--- src/logic/dhrc_consts.svh ---
/*
 * Register offsets, field positions and fixed values of the halt and resume control.
 * Assumes inclusion by bare name from the design files.
 */
`ifndef DHRC_CONSTS_SVH
`define DHRC_CONSTS_SVH

`define DHRC_OFF_MP 8'h00
`define DHRC_OFF_MP_ALIAS 8'h04
`define DHRC_OFF_IOP 8'h08
`define DHRC_OFF_BLK 8'h0C
`define DHRC_OFF_CTLA 8'h10
`define DHRC_OFF_CTLB 8'h14
`define DHRC_OFF_STAT 8'h18

`define DHRC_A_TE 0
`define DHRC_A_ME 1
`define DHRC_A_BLOCK 2
`define DHRC_A_WORD 3
`define DHRC_A_MODE16 4
`define DHRC_A_IO2MEM 5
`define DHRC_B_FAM 0
`define DHRC_B_SRC_ADC 1

`define DHRC_RESP_OK 2'h0
`define DHRC_RESP_ERR 2'h2
`define DHRC_IO_HI_1M 16'h0FFF
`define DHRC_IO_HI_16M 16'hFFFF
`define DHRC_MP_MASK_1M 24'h0FFFFF
`define DHRC_MP_MASK_16M 24'hFFFFFF
`define DHRC_STEP_BYTE 24'h000001
`define DHRC_STEP_WORD 24'h000002
`define DHRC_BLK_LAST 8'h01
`define DHRC_BYTE_LANES 3

`endif

--- src/logic/dhrc_pkg.sv ---
/*
 * Types shared by the halt and resume control.
 * Assumes nothing beyond a SystemVerilog compiler.
 */
package dhrc_pkg;
	typedef enum logic [1:0] {
		st_idle = 2'b00,
		st_xfer = 2'b01,
		st_next = 2'b10,
		st_dead = 2'b11
	} dhrc_state_t;
endpackage : dhrc_pkg

--- src/logic/dhrc_chan_if.sv ---
/*
 * Carrier between the control block and its pointer and counter store.
 * Assumes both ends run on the same clock.
 */
interface dhrc_chan_if;
	logic [3:0] mp_we;
	logic [31:0] wdata;
	logic blk_we;
	logic step;
	logic word;
	logic mode16;
	logic block;
	logic [23:0] mp;
	logic [7:0] bcnt;
	logic [7:0] binit;
	logic last;

	modport ctl (output mp_we, wdata, blk_we, step, word, mode16, block, input mp, bcnt, binit, last);
	modport chan (input mp_we, wdata, blk_we, step, word, mode16, block, output mp, bcnt, binit, last);
endinterface : dhrc_chan_if

--- src/logic/dhrc_chan.sv ---
/*
 * Memory pointer and block size counter of one full-address channel.
 * Assumes writes and steps arrive from the control block on sys_clk.
 */
`include "dhrc_consts.svh"

module dhrc_chan (
	// Clock and reset
	input wire logic sys_clk,
	input wire logic rst,
	// Control side
	dhrc_chan_if.chan cif
);
	import dhrc_pkg::*;

	logic [23:0] mp_ff;
	logic [23:0] nxt_mp;
	logic [7:0] bcnt_ff;
	logic [7:0] nxt_bcnt;
	logic [7:0] binit_ff;

	// Lanes land as separate byte writes; the top lane is not stored
	function automatic logic [23:0] dhrc_merge(input logic [23:0] old, input logic [31:0] d, input logic [3:0] we);
		logic [23:0] r;
		r = old;
		for (int i = 0; i < `DHRC_BYTE_LANES; i++) begin
			if (we[i]) begin
				r[i*8 +: 8] = d[i*8 +: 8];
			end
		end
		return r;
	endfunction : dhrc_merge

	always_comb begin
		nxt_mp = mp_ff;
		if (cif.step) begin
			nxt_mp = mp_ff + (cif.word ? `DHRC_STEP_WORD : `DHRC_STEP_BYTE);
			// 1-Mbyte mode wraps the low 20 bits and leaves the ignored top bits alone
			if (!cif.mode16) begin
				nxt_mp = (nxt_mp & `DHRC_MP_MASK_1M) | (mp_ff & ~`DHRC_MP_MASK_1M);
			end
		end else if (|cif.mp_we) begin
			nxt_mp = dhrc_merge(mp_ff, cif.wdata, cif.mp_we);
		end
	end

	always_ff @(posedge sys_clk or posedge rst) begin
		if (rst) begin
			mp_ff <= 24'h000000;
		end else begin
			mp_ff <= nxt_mp;
		end
	end

	// Block end reloads; a cut block keeps its partial count
	always_comb begin
		nxt_bcnt = bcnt_ff;
		if (cif.step) begin
			nxt_bcnt = (cif.block && cif.last) ? binit_ff : bcnt_ff - `DHRC_BLK_LAST;
		end else if (cif.blk_we) begin
			nxt_bcnt = cif.wdata[7:0];
		end
	end

	always_ff @(posedge sys_clk or posedge rst) begin
		if (rst) begin
			bcnt_ff <= 8'h00;
			binit_ff <= 8'h00;
		end else begin
			bcnt_ff <= nxt_bcnt;
			if (cif.blk_we && !cif.step) begin
				binit_ff <= cif.wdata[7:0];
			end
		end
	end

	assign cif.mp = mp_ff;
	assign cif.bcnt = bcnt_ff;
	assign cif.binit = binit_ff;
	assign cif.last = (bcnt_ff == `DHRC_BLK_LAST);
endmodule : dhrc_chan

--- src/logic/dhrc_top.sv ---
/*
 * Halt, abort and resume control of one full-address transfer channel, with an AXI4-Lite register slave.
 * Assumes activation requests and bus acknowledge on sys_clk; the NMI pin is asynchronous.
 */
// The AXI4-Lite register port and the register offsets were left to the implementer.
`include "dhrc_consts.svh"

module dhrc_top (
	// Clock and reset
	input wire logic sys_clk,
	input wire logic rst,
	// AXI4-Lite write
	input wire logic [7:0] s_axi_awaddr,
	input wire logic s_axi_awvalid,
	output logic s_axi_awready,
	input wire logic [31:0] s_axi_wdata,
	input wire logic [3:0] s_axi_wstrb,
	input wire logic s_axi_wvalid,
	output logic s_axi_wready,
	output logic [1:0] s_axi_bresp,
	output logic s_axi_bvalid,
	input wire logic s_axi_bready,
	// AXI4-Lite read
	input wire logic [7:0] s_axi_araddr,
	input wire logic s_axi_arvalid,
	output logic s_axi_arready,
	output logic [31:0] s_axi_rdata,
	output logic [1:0] s_axi_rresp,
	output logic s_axi_rvalid,
	input wire logic s_axi_rready,
	// Activation sources and NMI
	input wire logic act_irq,
	input wire logic adc_scan_end,
	input wire logic nmi_n,
	output logic cpu_irq,
	output logic act_flag_clr,
	// Transfer bus
	output logic bus_req,
	output logic [23:0] bus_mem_addr,
	output logic [23:0] bus_io_addr,
	output logic bus_word,
	output logic bus_io_to_mem,
	input wire logic bus_ack,
	output logic dead_cycle
);
	import dhrc_pkg::*;

	dhrc_chan_if cif ();

	dhrc_state_t st_ff;
	logic [7:0] ctla_ff;
	logic [1:0] ctlb_ff;
	logic [7:0] io_ptr_ff;
	logic [7:0] aw_addr_ff;
	logic [31:0] w_data_ff;
	logic [3:0] w_strb_ff;
	logic awready_ff;
	logic wready_ff;
	logic bvalid_ff;
	logic [1:0] bresp_ff;
	logic arready_ff;
	logic rvalid_ff;
	logic [31:0] rdata_ff;
	logic [1:0] rresp_ff;
	logic nmi_s1_ff;
	logic nmi_s2_ff;
	logic nmi_s3_ff;
	logic act_prev_ff;
	logic pend_ff;
	logic cpu_irq_ff;
	logic flag_clr_ff;
	logic bus_req_ff;
	logic [23:0] mem_addr_ff;
	logic [23:0] io_addr_ff;
	logic word_ff;
	logic io2mem_ff;
	logic dead_ff;
	logic wr_fire;
	logic wr_ctla;
	logic nmi_fall;
	logic act_lvl;
	logic req_edge;
	logic te;
	logic me;
	logic fam;
	logic run;
	logic mid;
	logic take;
	logic ack_step;

	////////////////////////////////////////////////////////////////////////////////
	// Channel store

	dhrc_chan u_chan (
		.sys_clk(sys_clk),
		.rst(rst),
		.cif(cif)
	);

	assign te = ctla_ff[`DHRC_A_TE];
	assign me = ctla_ff[`DHRC_A_ME];
	assign fam = ctlb_ff[`DHRC_B_FAM];
	assign run = te && me && fam;
	assign mid = (cif.bcnt != cif.binit);
	assign ack_step = (st_ff == st_xfer) && bus_ack;
	assign wr_fire = !awready_ff && !wready_ff && !bvalid_ff;
	assign wr_ctla = wr_fire && (aw_addr_ff == `DHRC_OFF_CTLA) && w_strb_ff[0];

	assign cif.mp_we = (wr_fire && (aw_addr_ff == `DHRC_OFF_MP || aw_addr_ff == `DHRC_OFF_MP_ALIAS))
		? w_strb_ff : 4'h0;
	assign cif.wdata = w_data_ff;
	assign cif.blk_we = wr_fire && (aw_addr_ff == `DHRC_OFF_BLK) && w_strb_ff[0];
	assign cif.step = ack_step;
	assign cif.word = ctla_ff[`DHRC_A_WORD];
	assign cif.mode16 = ctla_ff[`DHRC_A_MODE16];
	assign cif.block = ctla_ff[`DHRC_A_BLOCK];

	////////////////////////////////////////////////////////////////////////////////
	// AXI4-Lite write channel

	always_ff @(posedge sys_clk or posedge rst) begin
		if (rst) begin
			awready_ff <= 1'b1;
			wready_ff <= 1'b1;
			aw_addr_ff <= 8'h00;
			w_data_ff <= 32'h00000000;
			w_strb_ff <= 4'h0;
		end else begin
			if (s_axi_awvalid && awready_ff) begin
				awready_ff <= 1'b0;
				aw_addr_ff <= s_axi_awaddr;
			end else if (wr_fire) begin
				awready_ff <= 1'b1;
			end
			if (s_axi_wvalid && wready_ff) begin
				wready_ff <= 1'b0;
				w_data_ff <= s_axi_wdata;
				w_strb_ff <= s_axi_wstrb;
			end else if (wr_fire) begin
				wready_ff <= 1'b1;
			end
		end
	end

	always_ff @(posedge sys_clk or posedge rst) begin
		if (rst) begin
			bvalid_ff <= 1'b0;
			bresp_ff <= `DHRC_RESP_OK;
		end else if (wr_fire) begin
			bvalid_ff <= 1'b1;
			if (aw_addr_ff == `DHRC_OFF_MP || aw_addr_ff == `DHRC_OFF_MP_ALIAS) begin
				bresp_ff <= `DHRC_RESP_OK;
			end else if (aw_addr_ff == `DHRC_OFF_IOP || aw_addr_ff == `DHRC_OFF_BLK) begin
				bresp_ff <= `DHRC_RESP_OK;
			end else if (aw_addr_ff == `DHRC_OFF_CTLA || aw_addr_ff == `DHRC_OFF_CTLB) begin
				bresp_ff <= `DHRC_RESP_OK;
			end else if (aw_addr_ff == `DHRC_OFF_STAT) begin
				bresp_ff <= `DHRC_RESP_OK;
			end else begin
				bresp_ff <= `DHRC_RESP_ERR;
			end
		end else if (bvalid_ff && s_axi_bready) begin
			bvalid_ff <= 1'b0;
		end
	end

	////////////////////////////////////////////////////////////////////////////////
	// Control registers

	// Hardware clears win over software sets on the same edge
	always_ff @(posedge sys_clk or posedge rst) begin
		if (rst) begin
			ctla_ff <= 8'h00;
		end else begin
			if (wr_ctla) begin
				ctla_ff <= w_data_ff[7:0];
			end
			if (nmi_fall && fam) begin
				ctla_ff[`DHRC_A_ME] <= 1'b0;
			end
			if (ack_step && !cif.block && cif.last) begin
				ctla_ff[`DHRC_A_TE] <= 1'b0;
			end
		end
	end

	always_ff @(posedge sys_clk or posedge rst) begin
		if (rst) begin
			ctlb_ff <= 2'h0;
			io_ptr_ff <= 8'h00;
		end else if (wr_fire && w_strb_ff[0]) begin
			if (aw_addr_ff == `DHRC_OFF_CTLB) begin
				ctlb_ff <= w_data_ff[1:0];
			end else if (aw_addr_ff == `DHRC_OFF_IOP) begin
				io_ptr_ff <= w_data_ff[7:0];
			end
		end
	end

	////////////////////////////////////////////////////////////////////////////////
	// AXI4-Lite read channel

	always_ff @(posedge sys_clk or posedge rst) begin
		if (rst) begin
			arready_ff <= 1'b1;
			rvalid_ff <= 1'b0;
			rdata_ff <= 32'h00000000;
			rresp_ff <= `DHRC_RESP_OK;
		end else if (s_axi_arvalid && arready_ff) begin
			arready_ff <= 1'b0;
			rvalid_ff <= 1'b1;
			rresp_ff <= `DHRC_RESP_OK;
			if (s_axi_araddr == `DHRC_OFF_MP || s_axi_araddr == `DHRC_OFF_MP_ALIAS) begin
				rdata_ff <= {8'h00, cif.mp};
			end else if (s_axi_araddr == `DHRC_OFF_IOP) begin
				rdata_ff <= {24'h000000, io_ptr_ff};
			end else if (s_axi_araddr == `DHRC_OFF_BLK) begin
				rdata_ff <= {16'h0000, cif.binit, cif.bcnt};
			end else if (s_axi_araddr == `DHRC_OFF_CTLA) begin
				rdata_ff <= {24'h000000, ctla_ff};
			end else if (s_axi_araddr == `DHRC_OFF_CTLB) begin
				rdata_ff <= {30'h00000000, ctlb_ff};
			end else if (s_axi_araddr == `DHRC_OFF_STAT) begin
				rdata_ff <= {27'h0000000, mid, pend_ff, run, st_ff};
			end else begin
				rdata_ff <= 32'h00000000;
				rresp_ff <= `DHRC_RESP_ERR;
			end
		end else if (rvalid_ff && s_axi_rready) begin
			rvalid_ff <= 1'b0;
			arready_ff <= 1'b1;
		end
	end

	////////////////////////////////////////////////////////////////////////////////
	// NMI synchroniser and activation sources

	always_ff @(posedge sys_clk or posedge rst) begin
		if (rst) begin
			nmi_s1_ff <= 1'b1;
			nmi_s2_ff <= 1'b1;
			nmi_s3_ff <= 1'b1;
		end else begin
			nmi_s1_ff <= nmi_n;
			nmi_s2_ff <= nmi_s1_ff;
			nmi_s3_ff <= nmi_s2_ff;
		end
	end

	assign nmi_fall = nmi_s3_ff && !nmi_s2_ff;
	assign act_lvl = ctlb_ff[`DHRC_B_SRC_ADC] ? adc_scan_end : act_irq;
	assign req_edge = act_lvl && !act_prev_ff;
	assign take = (st_ff == st_idle) && pend_ff;

	// Requests while halted are dropped, never queued
	always_ff @(posedge sys_clk or posedge rst) begin
		if (rst) begin
			act_prev_ff <= 1'b0;
			pend_ff <= 1'b0;
			cpu_irq_ff <= 1'b0;
		end else begin
			act_prev_ff <= act_lvl;
			cpu_irq_ff <= act_lvl && !te;
			if (req_edge && run) begin
				pend_ff <= 1'b1;
			end else if (take) begin
				pend_ff <= 1'b0;
			end
		end
	end

	////////////////////////////////////////////////////////////////////////////////
	// Transfer sequencer

	always_ff @(posedge sys_clk or posedge rst) begin
		if (rst) begin
			st_ff <= st_idle;
			bus_req_ff <= 1'b0;
			mem_addr_ff <= 24'h000000;
			io_addr_ff <= 24'h000000;
			word_ff <= 1'b0;
			io2mem_ff <= 1'b0;
			dead_ff <= 1'b0;
			flag_clr_ff <= 1'b0;
		end else begin
			dead_ff <= 1'b0;
			flag_clr_ff <= 1'b0;
			case (st_ff)
				st_idle: begin
					if (take && run) begin
						st_ff <= st_xfer;
						bus_req_ff <= 1'b1;
						mem_addr_ff <= cif.mp & (cif.mode16 ? `DHRC_MP_MASK_16M : `DHRC_MP_MASK_1M);
						io_addr_ff <= {cif.mode16 ? `DHRC_IO_HI_16M : `DHRC_IO_HI_1M, io_ptr_ff};
						word_ff <= cif.word;
						io2mem_ff <= ctla_ff[`DHRC_A_IO2MEM];
					end else if (take) begin
						st_ff <= st_dead;
						dead_ff <= 1'b1;
					end
				end
				st_xfer: begin
					if (bus_ack) begin
						st_ff <= st_next;
						bus_req_ff <= 1'b0;
					end
				end
				st_next: begin
					if (cif.block && mid && run) begin
						st_ff <= st_xfer;
						bus_req_ff <= 1'b1;
						mem_addr_ff <= cif.mp & (cif.mode16 ? `DHRC_MP_MASK_16M : `DHRC_MP_MASK_1M);
					end else begin
						st_ff <= st_idle;
						flag_clr_ff <= cif.block && mid;
					end
				end
				st_dead: begin
					st_ff <= st_idle;
				end
				default: begin
					st_ff <= st_idle;
				end
			endcase
		end
	end

	assign s_axi_awready = awready_ff;
	assign s_axi_wready = wready_ff;
	assign s_axi_bvalid = bvalid_ff;
	assign s_axi_bresp = bresp_ff;
	assign s_axi_arready = arready_ff;
	assign s_axi_rvalid = rvalid_ff;
	assign s_axi_rdata = rdata_ff;
	assign s_axi_rresp = rresp_ff;
	assign cpu_irq = cpu_irq_ff;
	assign act_flag_clr = flag_clr_ff;
	assign bus_req = bus_req_ff;
	assign bus_mem_addr = mem_addr_ff;
	assign bus_io_addr = io_addr_ff;
	assign bus_word = word_ff;
	assign bus_io_to_mem = io2mem_ff;
	assign dead_cycle = dead_ff;
endmodule : dhrc_top

--- config.mk ---
export PLATFORM = sky130hd
export DESIGN_NAME = dhrc_top
export DESIGN_NICKNAME = d
export VERILOG_FILES = /design/src/logic/dhrc_pkg.sv /design/src/logic/dhrc_chan_if.sv /design/src/logic/dhrc_chan.sv /design/src/logic/dhrc_top.sv
export VERILOG_INCLUDE_DIRS = /design/src /design/src/logic
export SDC_FILE = /design/constraint.sdc
export NUM_CORES = 1
export LEC_CHECK = 0
export BUFFER_PORTS_ARGS = -buffer_cell sky130_fd_sc_hd__buf_2
export CAP_MARGIN = 15
export CELL_PAD_IN_SITES_DETAIL_PLACEMENT = 1
export CELL_PAD_IN_SITES_GLOBAL_PLACEMENT = 2
export CORE_ASPECT_RATIO = 0.6
export CORE_MARGIN = 5
export CORE_UTILIZATION = 40
export CTS_BUF_LIST = sky130_fd_sc_hd__clkbuf_8
export DETAILED_ROUTE_END_ITERATION = 10
export PLACE_DENSITY_LB_ADDON = 0.25
export SYNTH_ARGS = -nofsm -noshare
export SYNTH_HDL_FRONTEND = slang
export SYNTH_SLANG_ARGS = --single-unit
--- constraint.sdc ---
create_clock -name sys_clk -period 9.3 [get_ports sys_clk]
set_input_delay 0.465 -clock sys_clk [delete_from_list [all_inputs] [get_ports sys_clk]]
set_output_delay 0.465 -clock sys_clk [all_outputs]
set_load 0.02 [all_outputs]
==> run_results.csv, run 1 <==
group,metric,value,unit
die,die-area,0.0234,mm2
synthesis,synth-seq-cells,171,
global_route,gr-usage-met2,29.7,%
global_route,grt_max_degree,106,
sta,worstMarginPinSlew,1.03,ns
drt,drtIter0Drc,310,
sta,min_period,3.01,ns
clock_network,clock-sinks,171,
worst_setup_path,cp_slowest_stage_delay,0.82,ns
global_route,grt_pass1_vias,6559,
die,die-height,120,um
sta,fin_skew,0.0134,ns
drt,wire_per_inst,21.4,um
worst_setup_path,cp_max_fo,12,
clock_network,cts_tree,"yes",
final_layout,finish.utilization,46.6,%
job,maxCapViolCount,0,
worst_setup_path,crit_arrival,3.36,ns
sta,slew_headroom,31.1,%
worst_setup_path,start_kind,"flop",
global_route,globalRoute.busiestLayer,"met1",
worst_setup_path,crit_buf_inv,0,
final_layout,antenna_cells,0,
clock_network,worst_skew_pair.late_latency,0.48,ns
sta,hold_viol,0,
global_route,grt_first_pass_wirelength,38200,um
drt,ant_nets,0,
sta,maxSlewViolCount,0,
synthesis,synth_cell_types,65,
place,dp_hpwl,17800,um
final_layout,fill_cells,2219,
clock_network,cts_buffer_depth,2,
synthesis,ys_dominant_reg_cell,"dfrtp_1",
drt,first_pass_iters,4,
clock_network,cts_inserted_buffers,17,
clock_network,hold_buffers,0,
global_route,antenna_found_initial,0,
sta,holdWs,0.101,ns
die,start_util,40.6,%
global_route,grt_util_met1,32.4,%
drt,wl,24200,um
die,core_area,0.0200,mm2
final_layout,drive_gt1_share,32.9,%
worst_setup_path,crit_type,"flop to flop",
synthesis,synth_area,0.00814,mm2
die,rows,40,
worst_setup_path,cpLargestDelayFamily,"simple AND/OR/NAND/NOR gates",
worst_setup_path,crit_slowest_cell,"nor3_1",
worst_setup_path,path_cells,"nand3b_1, nor3_1, or4b_2, nand3_1, o211ai_1",
place,place_congestion,0.829,
run_status,outcome,"finished, final reports clean",
drt,via_count,6196,
clock_network,h-tree-depth,4,
global_route,met3_usage,4.93,%
synthesis,avgSynthCellArea,11.1,um2
clock_network,cts.clk_slew.worst_paths,0.08,ns
clock_network,post-cts-setup-buffers,0,
die,die_x,194,um
drt,route.detailed.drc,0,
clock_network,cts-root-buf,"clkbuf_8",
clock_network,post_cts.resized_instances,0,
power_and_ir_drop,power.density,246,mW/mm2
global_route,grt.overflow.total,0,
place,io_buffers,138,
drt,routed_via_density,5.48,
synthesis,yosysSeqAreaShare,52.7,%
synthesis,ys_warn_count,0,
power_and_ir_drop,ir_drop,0.000173,V
worst_setup_path,crit_path_end_kind,"flop",
final_layout,nNetsFinal,913,
sta,setup_viol,0,
synthesis,synthCells,735,
sta,rsz0062_at_grt,"false",
sta,finalCritPeriodShare,32.3,%
synthesis,synth_edf_count,0,
power_and_ir_drop,p_leak,4.44,nW
die,io_pins,158,
sta,fin_setup_tns,0,ns
sta,fmax,333,MHz
worst_setup_path,critPathRequiredTime,9.65,ns
synthesis,async_flop_share,100,%
global_route,track_usage,21.0,%
hold_path,min_path_type,"input pin to flop",
final_layout,syn_to_final_growth,14.7,%
-- path summary, 6_finish.rpt --
path	start	end	slack (ns)	cells past startpoint
worst max-delay path	st_ff[1]	u_chan.cif.mp[19]	6.29	5
worst min-delay path	nmi_n	nmi_s1_ff	0.10	1
worst max register to register	st_ff[1]	u_chan.cif.mp[19]	6.29	5
worst min register to register	nmi_s1_ff	nmi_s2_ff	0.36	0
max in group asynchronous	rst	cif.wdata[12]	7.71	3
min in group asynchronous	rst	bus_io_addr[19]	0.16	2
-- layer usage --
metal | vias to the layer above | share of wire, %
met5 | - | 0
met4 | 0 | 1.2
met3 | 18 | 7.0
met2 | 172 | 42
met1 | 3179 | 50
li1 | 2827 | -
-- cell usage in the layout (no fill, tap or decap), types with 4 or more instances in the layout --
| cell | instances |
|---|---|
| a211oi_1 | 10 |
| a21oi_1 | 17 |
| a221oi_1 | 8 |
| a31oi_1 | 8 |
| and3_1 | 11 |
| buf_2 | 138 |
| buf_4 | 5 |
| bufinv_16 | 4 |
| clkbuf_8 | 21 |
| clkinv_2 | 4 |
| conb_1 | 10 |
| dfrtp_1 | 165 |
| dfstp_2 | 6 |
| ha_1 | 4 |
| inv_1 | 25 |
| mux2_2 | 91 |
| mux2i_1 | 30 |
| nand2_1 | 73 |
| nand2b_1 | 4 |
| nand3_1 | 26 |
| nand4_1 | 6 |
| nor2_1 | 51 |
| nor3_1 | 22 |
| o211ai_1 | 6 |
| o21ai_0 | 27 |
| o22ai_1 | 4 |
| o31ai_1 | 4 |
| xnor2_1 | 13 |
-- final cells by class --
type	instances	area, um2	share of cell area, %
tap	273	342	3.66
sequential	171	4290	45.9
inverter	23	91.3	0.978
timing repair buffer	143	728	7.80
multi-input combinational	489	3450	36.9
clock buffer	21	289	3.10
clock inverter	11	151	1.62
-- state kept, by name, summed over array words and instances (netlist names), 10 cells and up --
signal         flops
bus_io_addr       10
bus_mem_addr      24
cif.wdata         24
s_axi_rdata       24
u_chan.cif.mp     24
-- synthesized netlist by cell type (all sizes together) (5+ instances only) --
library cell  count  area share, %
nand3            26            1.6
a31oi             8           0.62
o211ai            6           0.55
a221oi            8           0.86
nand4             6           0.46
inv              23            1.1
xnor2            13            1.4
or4               5           0.55
nand2            73            3.4
buf              41            3.5
o21ai            28            1.8
a211oi           10           0.92
nor2             52            2.5
dfstp             6            1.9
o31ai             5           0.52
and3             11           0.85
mux2i            30            3.7
dfrtp           165             51
nor3             25            1.7
a21oi            17            1.0
clkbuf           20           0.92
mux2             92             13
-- report_power, final --
group,switching [W],total (W),internal [W],leakage (nW)
clock,0.000270,0.000587,0.000317,0.239
combinational,0.000283,0.000527,0.000244,2.00
sequential,0.000260,0.00118,0.000919,2.20
total,0.000813,0.00229,0.00148,4.44
-- logic make-up (layout without fill, tap and decap cells) --
kind of cell | Yosys count | in the layout | synth area share [%]
flip-flops | 171 | 171 | 52.7
buffers and inverters | 84 | 198 | 5.47
other | 1 | 10 | 0.0461
AND/OR/NAND/NOR | 230 | 230 | 14.1
multiplexers | 122 | 122 | 16.4
XOR/XNOR | 13 | 13 | 1.40
adder cells (fa/ha/maj) | 5 | 5 | 0.861
AO/OA/AOI/OAI | 109 | 109 | 9.01
-- stage by stage --
step	std cells	setup WS, ns	power [W]	area, um2
after global placement	1099	6.40	0.00167	8890
after detailed placement	1099	6.28	0.00172	8890
after floorplan	744	4.21	0.00148	8170
after CTS	1131	6.29	0.00231	9340
after global routing	1131	6.20	0.00242	9340
final	1131	6.29	0.00229	9340
No activity file was read; power rests on OpenSTA's default activity.
==> inputs of run 2 (changes only) <==
Settings changed: ABC_AREA set to 1, CORE_UTILIZATION 40 to 30.
Clock period 9.3 ns to 2.55 ns, I/O delays scaled along.
==> run 2 against run 1 <==
Effect of this change:
- first-iteration DRC count is 81% higher
- sequential power rose to 3.0 times the previous value
- power increased to 3.2 times the previous value
- fmax increased by 30%
- non-clock buffer count up 69
- global-route usage decreased by 1.6 points
- clock power grew to 3.7 times the previous value
- combinational power increased to 2.9 times the previous value
- critical path depth rose by 7
- die area rose by 36%
- worst hold slack improved by 0.0018 ns
- critical path type unchanged
- largest cell class unchanged
==> run_results.csv, run 2 <==
group,metric,value,unit
sta,finalCritPeriodShare,90.4,%
power_and_ir_drop,power.density,696,mW/mm2
synthesis,avgSynthCellArea,8.14,um2
sta,maxSlewViolCount,0,
worst_setup_path,crit_slowest_cell,"dfrtp_1",
worst_setup_path,cp_slowest_stage_delay,0.43,ns
die,die_x,227,um
global_route,track_usage,19.4,%
place,dp_hpwl,23300,um
clock_network,cts.clk_slew.worst_paths,0.09,ns
worst_setup_path,reg2reg_depth,12,
clock_network,clock-sinks,171,
worst_setup_path,r2r_start,"ctla_ff[3]",
power_and_ir_drop,ir_drop,0.000511,V
final_layout,syn_to_final_growth,23.6,%
clock_network,worst_skew_pair.late_latency,0.50,ns
synthesis,synth_area_leader_cell,"dfrtp_1",
power_and_ir_drop,p_leak,5.44,nW
final_layout,layout_commonest_cell,"nand2_1",
drt,drtIter0Drc,561,
hold_path,whs_path_depth,4,
worst_setup_path,cp_max_fo,4,
synthesis,synth-seq-cells,171,
worst_setup_path,path_cells,"inv_1, ha_1, inv_1, fa_2, inv_1, nand2_1, nor2_2, nand4_1, or2_2, nand3_1, nand2_1, nand2_1",
sta,holdWs,0.103,ns
clock_network,cts_buffer_depth,2,
final_layout,drive_gt1_share,19.8,%
sta,worstMarginPinSlew,0.636,ns
place,io_buffers,138,
synthesis,synthCells,1037,
sta,fin_skew,0.0211,ns
die,die-area,0.0317,mm2
worst_setup_path,cpLargestDelayFamily,"simple AND/OR/NAND/NOR gates",
die,core_area,0.0276,mm2
sta,min_period,2.30,ns
synthesis,synth_common_cells,"324 x nand2_1, 165 x dfrtp_1, 101 x inv_1, 66 x nor2_1, 61 x nand3_1",
worst_setup_path,crit_path_end_kind,"flop",
drt,wl,30100,um
drt,ant_nets,0,
synthesis,ys_warn_count,0,
global_route,grt_max_degree,80,
global_route,antenna_found_initial,1,
clock_network,post-cts-setup-buffers,0,
synthesis,yosysTopAreaCellShare,48.9,%
die,rows,47,
die,die-height,140,um
drt,wire_per_inst,18.9,um
final_layout,finalNonFillerCells,1597,
place,place_inst,1519,
drt,route.detailed.drc,0,
sta,fmax,434,MHz
clock_network,h-tree-depth,4,
final_layout,nNetsFinal,1284,
worst_setup_path,r2r_setup_slack,0.25,ns
drt,first_pass_iters,5,
worst_setup_path,crit_type,"flop to flop",
clock_network,cts_inserted_buffers,17,
sta,hold_viol,0,
worst_setup_path,timing.rr.end,"u_chan.cif.mp[14]",
final_layout,layout_common_cells,"324 x nand2_1, 165 x dfrtp_1, 138 x buf_2",
global_route,grt_first_pass_wirelength,47200,um
die,io_pins,158,
worst_setup_path,start_kind,"flop",
hold_path,hold_end,"s_axi_rdata[11]",
worst_setup_path,crit_arrival,2.73,ns
synthesis,synth_area_leaders,"dfrtp_1 49%, nand2_1 14%, inv_1 4.5%, nand4_1 3.8%, nand3_1 3.6%",
clock_network,cts-root-buf,"clkbuf_8",
synthesis,ys_dominant_reg_cell,"dfrtp_1",
sta,setup_viol,0,
synthesis,async_flop_share,100,%
synthesis,yosysMostFrequentCell,"nand2_1",
worst_setup_path,critPathRequiredTime,2.98,ns
synthesis,synth_edf_count,0,
place,place_congestion,0.866,
hold_path,min_path_type,"input pin to flop",
synthesis,synth_cell_types,38,
drt,via_count,7743,
synthesis,yosysSeqAreaShare,50.8,%
global_route,grt_pass1_vias,7779,
synthesis,synth_area,0.00845,mm2
sta,slew_headroom,57.6,%
worst_setup_path,crit_buf_inv,3,
clock_network,cts_tree,"yes",
drt,routed_via_density,4.85,
die,start_util,30.6,%
run_status,outcome,"finished, final reports clean",
final_layout,finish.utilization,37.8,%
sta,rsz0062_at_grt,"false",
sta,fin_setup_tns,0,ns
hold_path,worstHoldStart,"s_axi_arvalid",
global_route,grt.overflow.total,0,
job,maxCapViolCount,0,
-- run 2: cell count changes in the layout (fill, tap and decap cells not counted), sizes merged, moves of 18 or more --
cell	delta
a21oi	+18
nand3	+38
nor2	+18
mux2	-74
inv	+80
buf	+24
mux2i	-30
nand4	+45
o21ai	+30
dlygate4sd3	+45
nand2	+253
-- run 2: worst reg2reg max path, cell delays in order, from the launching register on --
cell     delay, ns
dfrtp_1       0.43
inv_1         0.15
ha_1          0.19
inv_1         0.06
fa_2          0.37
inv_1         0.07
nand2_1       0.06
nor2_2        0.20
nand4_1       0.20
or2_2         0.33
nand3_1       0.07
nand2_1       0.06
nand2_1       0.06
-- run 2: report_power, final --
part	switching (W)	internal (W)
combinational	0.000976	0.000578
sequential	0.000405	0.00316
clock	0.00107	0.00108
-- run 2: area by class of cell --
class | instances | area (um2)
multi-input cells | 708 | 3450
repair buffers | 212 | 1410
fillers | 3379 | 17200
clock inverters | 14 | 181
diodes | 1 | 2.50
clock buffers | 18 | 248
well taps | 367 | 459
inverters | 106 | 402
flip-flops and latches | 171 | 4290
-- run 2: metal layers --
| layer | part of all wire, % | GRT usage [%] |
|---|---|---|
| met3 | 6.0 | 4.04 |
| met4 | 1.1 | 3.83 |
| met1 | 57 | 33.7 |
| met2 | 36 | 23.5 |
| met5 | 0 | 0 |
-- run 2: worst max-delay path by stage --
stage                     depth (start not counted)  slack [ns]        from                end
after floorplan                                   1        0.24         rst       act_flag_clr
after global placement                           12        0.28  ctla_ff[3]  u_chan.cif.mp[14]
after detailed placement                         12        0.21  ctla_ff[3]  u_chan.cif.mp[14]
after CTS                                        12        0.18  ctla_ff[3]  u_chan.cif.mp[14]
after global routing                             12        0.06  ctla_ff[3]  u_chan.cif.mp[14]
final                                            12        0.25  ctla_ff[3]  u_chan.cif.mp[14]
-- run 2: kinds of logic (layout without fill, tap and decap cells) --
logic type,count (synthesis),after routing,synth area share [%]
AOI/OAI and AO/OA,132,132,8.89
muxes,18,18,2.40
buffers and inverters,167,350,8.80
DFF,171,171,50.8
xor gates and xnor gates,13,13,1.35
other,1,11,0.0444
adders and majority gates,5,5,0.830
and+or+nand+nor,530,530,26.9
-- run 2: timing repair --
item | in CTS | in global routing
endpoints found under the hold margin | 63 | 0
setup endpoints to repair | 0 | 2
hold buffers | 45 | 0
gates resized for setup | 0 | 1
-- run 2: metrics by stage --
stage | total power, W | setup WS (ns) | cell area (um2)
6_report | 0.00727 | 0.245 | 10400
5_1_grt | 0.00770 | 0.0624 | 10400
4_1_cts | 0.00734 | 0.175 | 10400
3_5_place_dp | 0.00513 | 0.208 | 9560
3_3_place_gp | 0.00508 | 0.277 | 9560
2_1_floorplan | 0.00447 | 0.245 | 8480
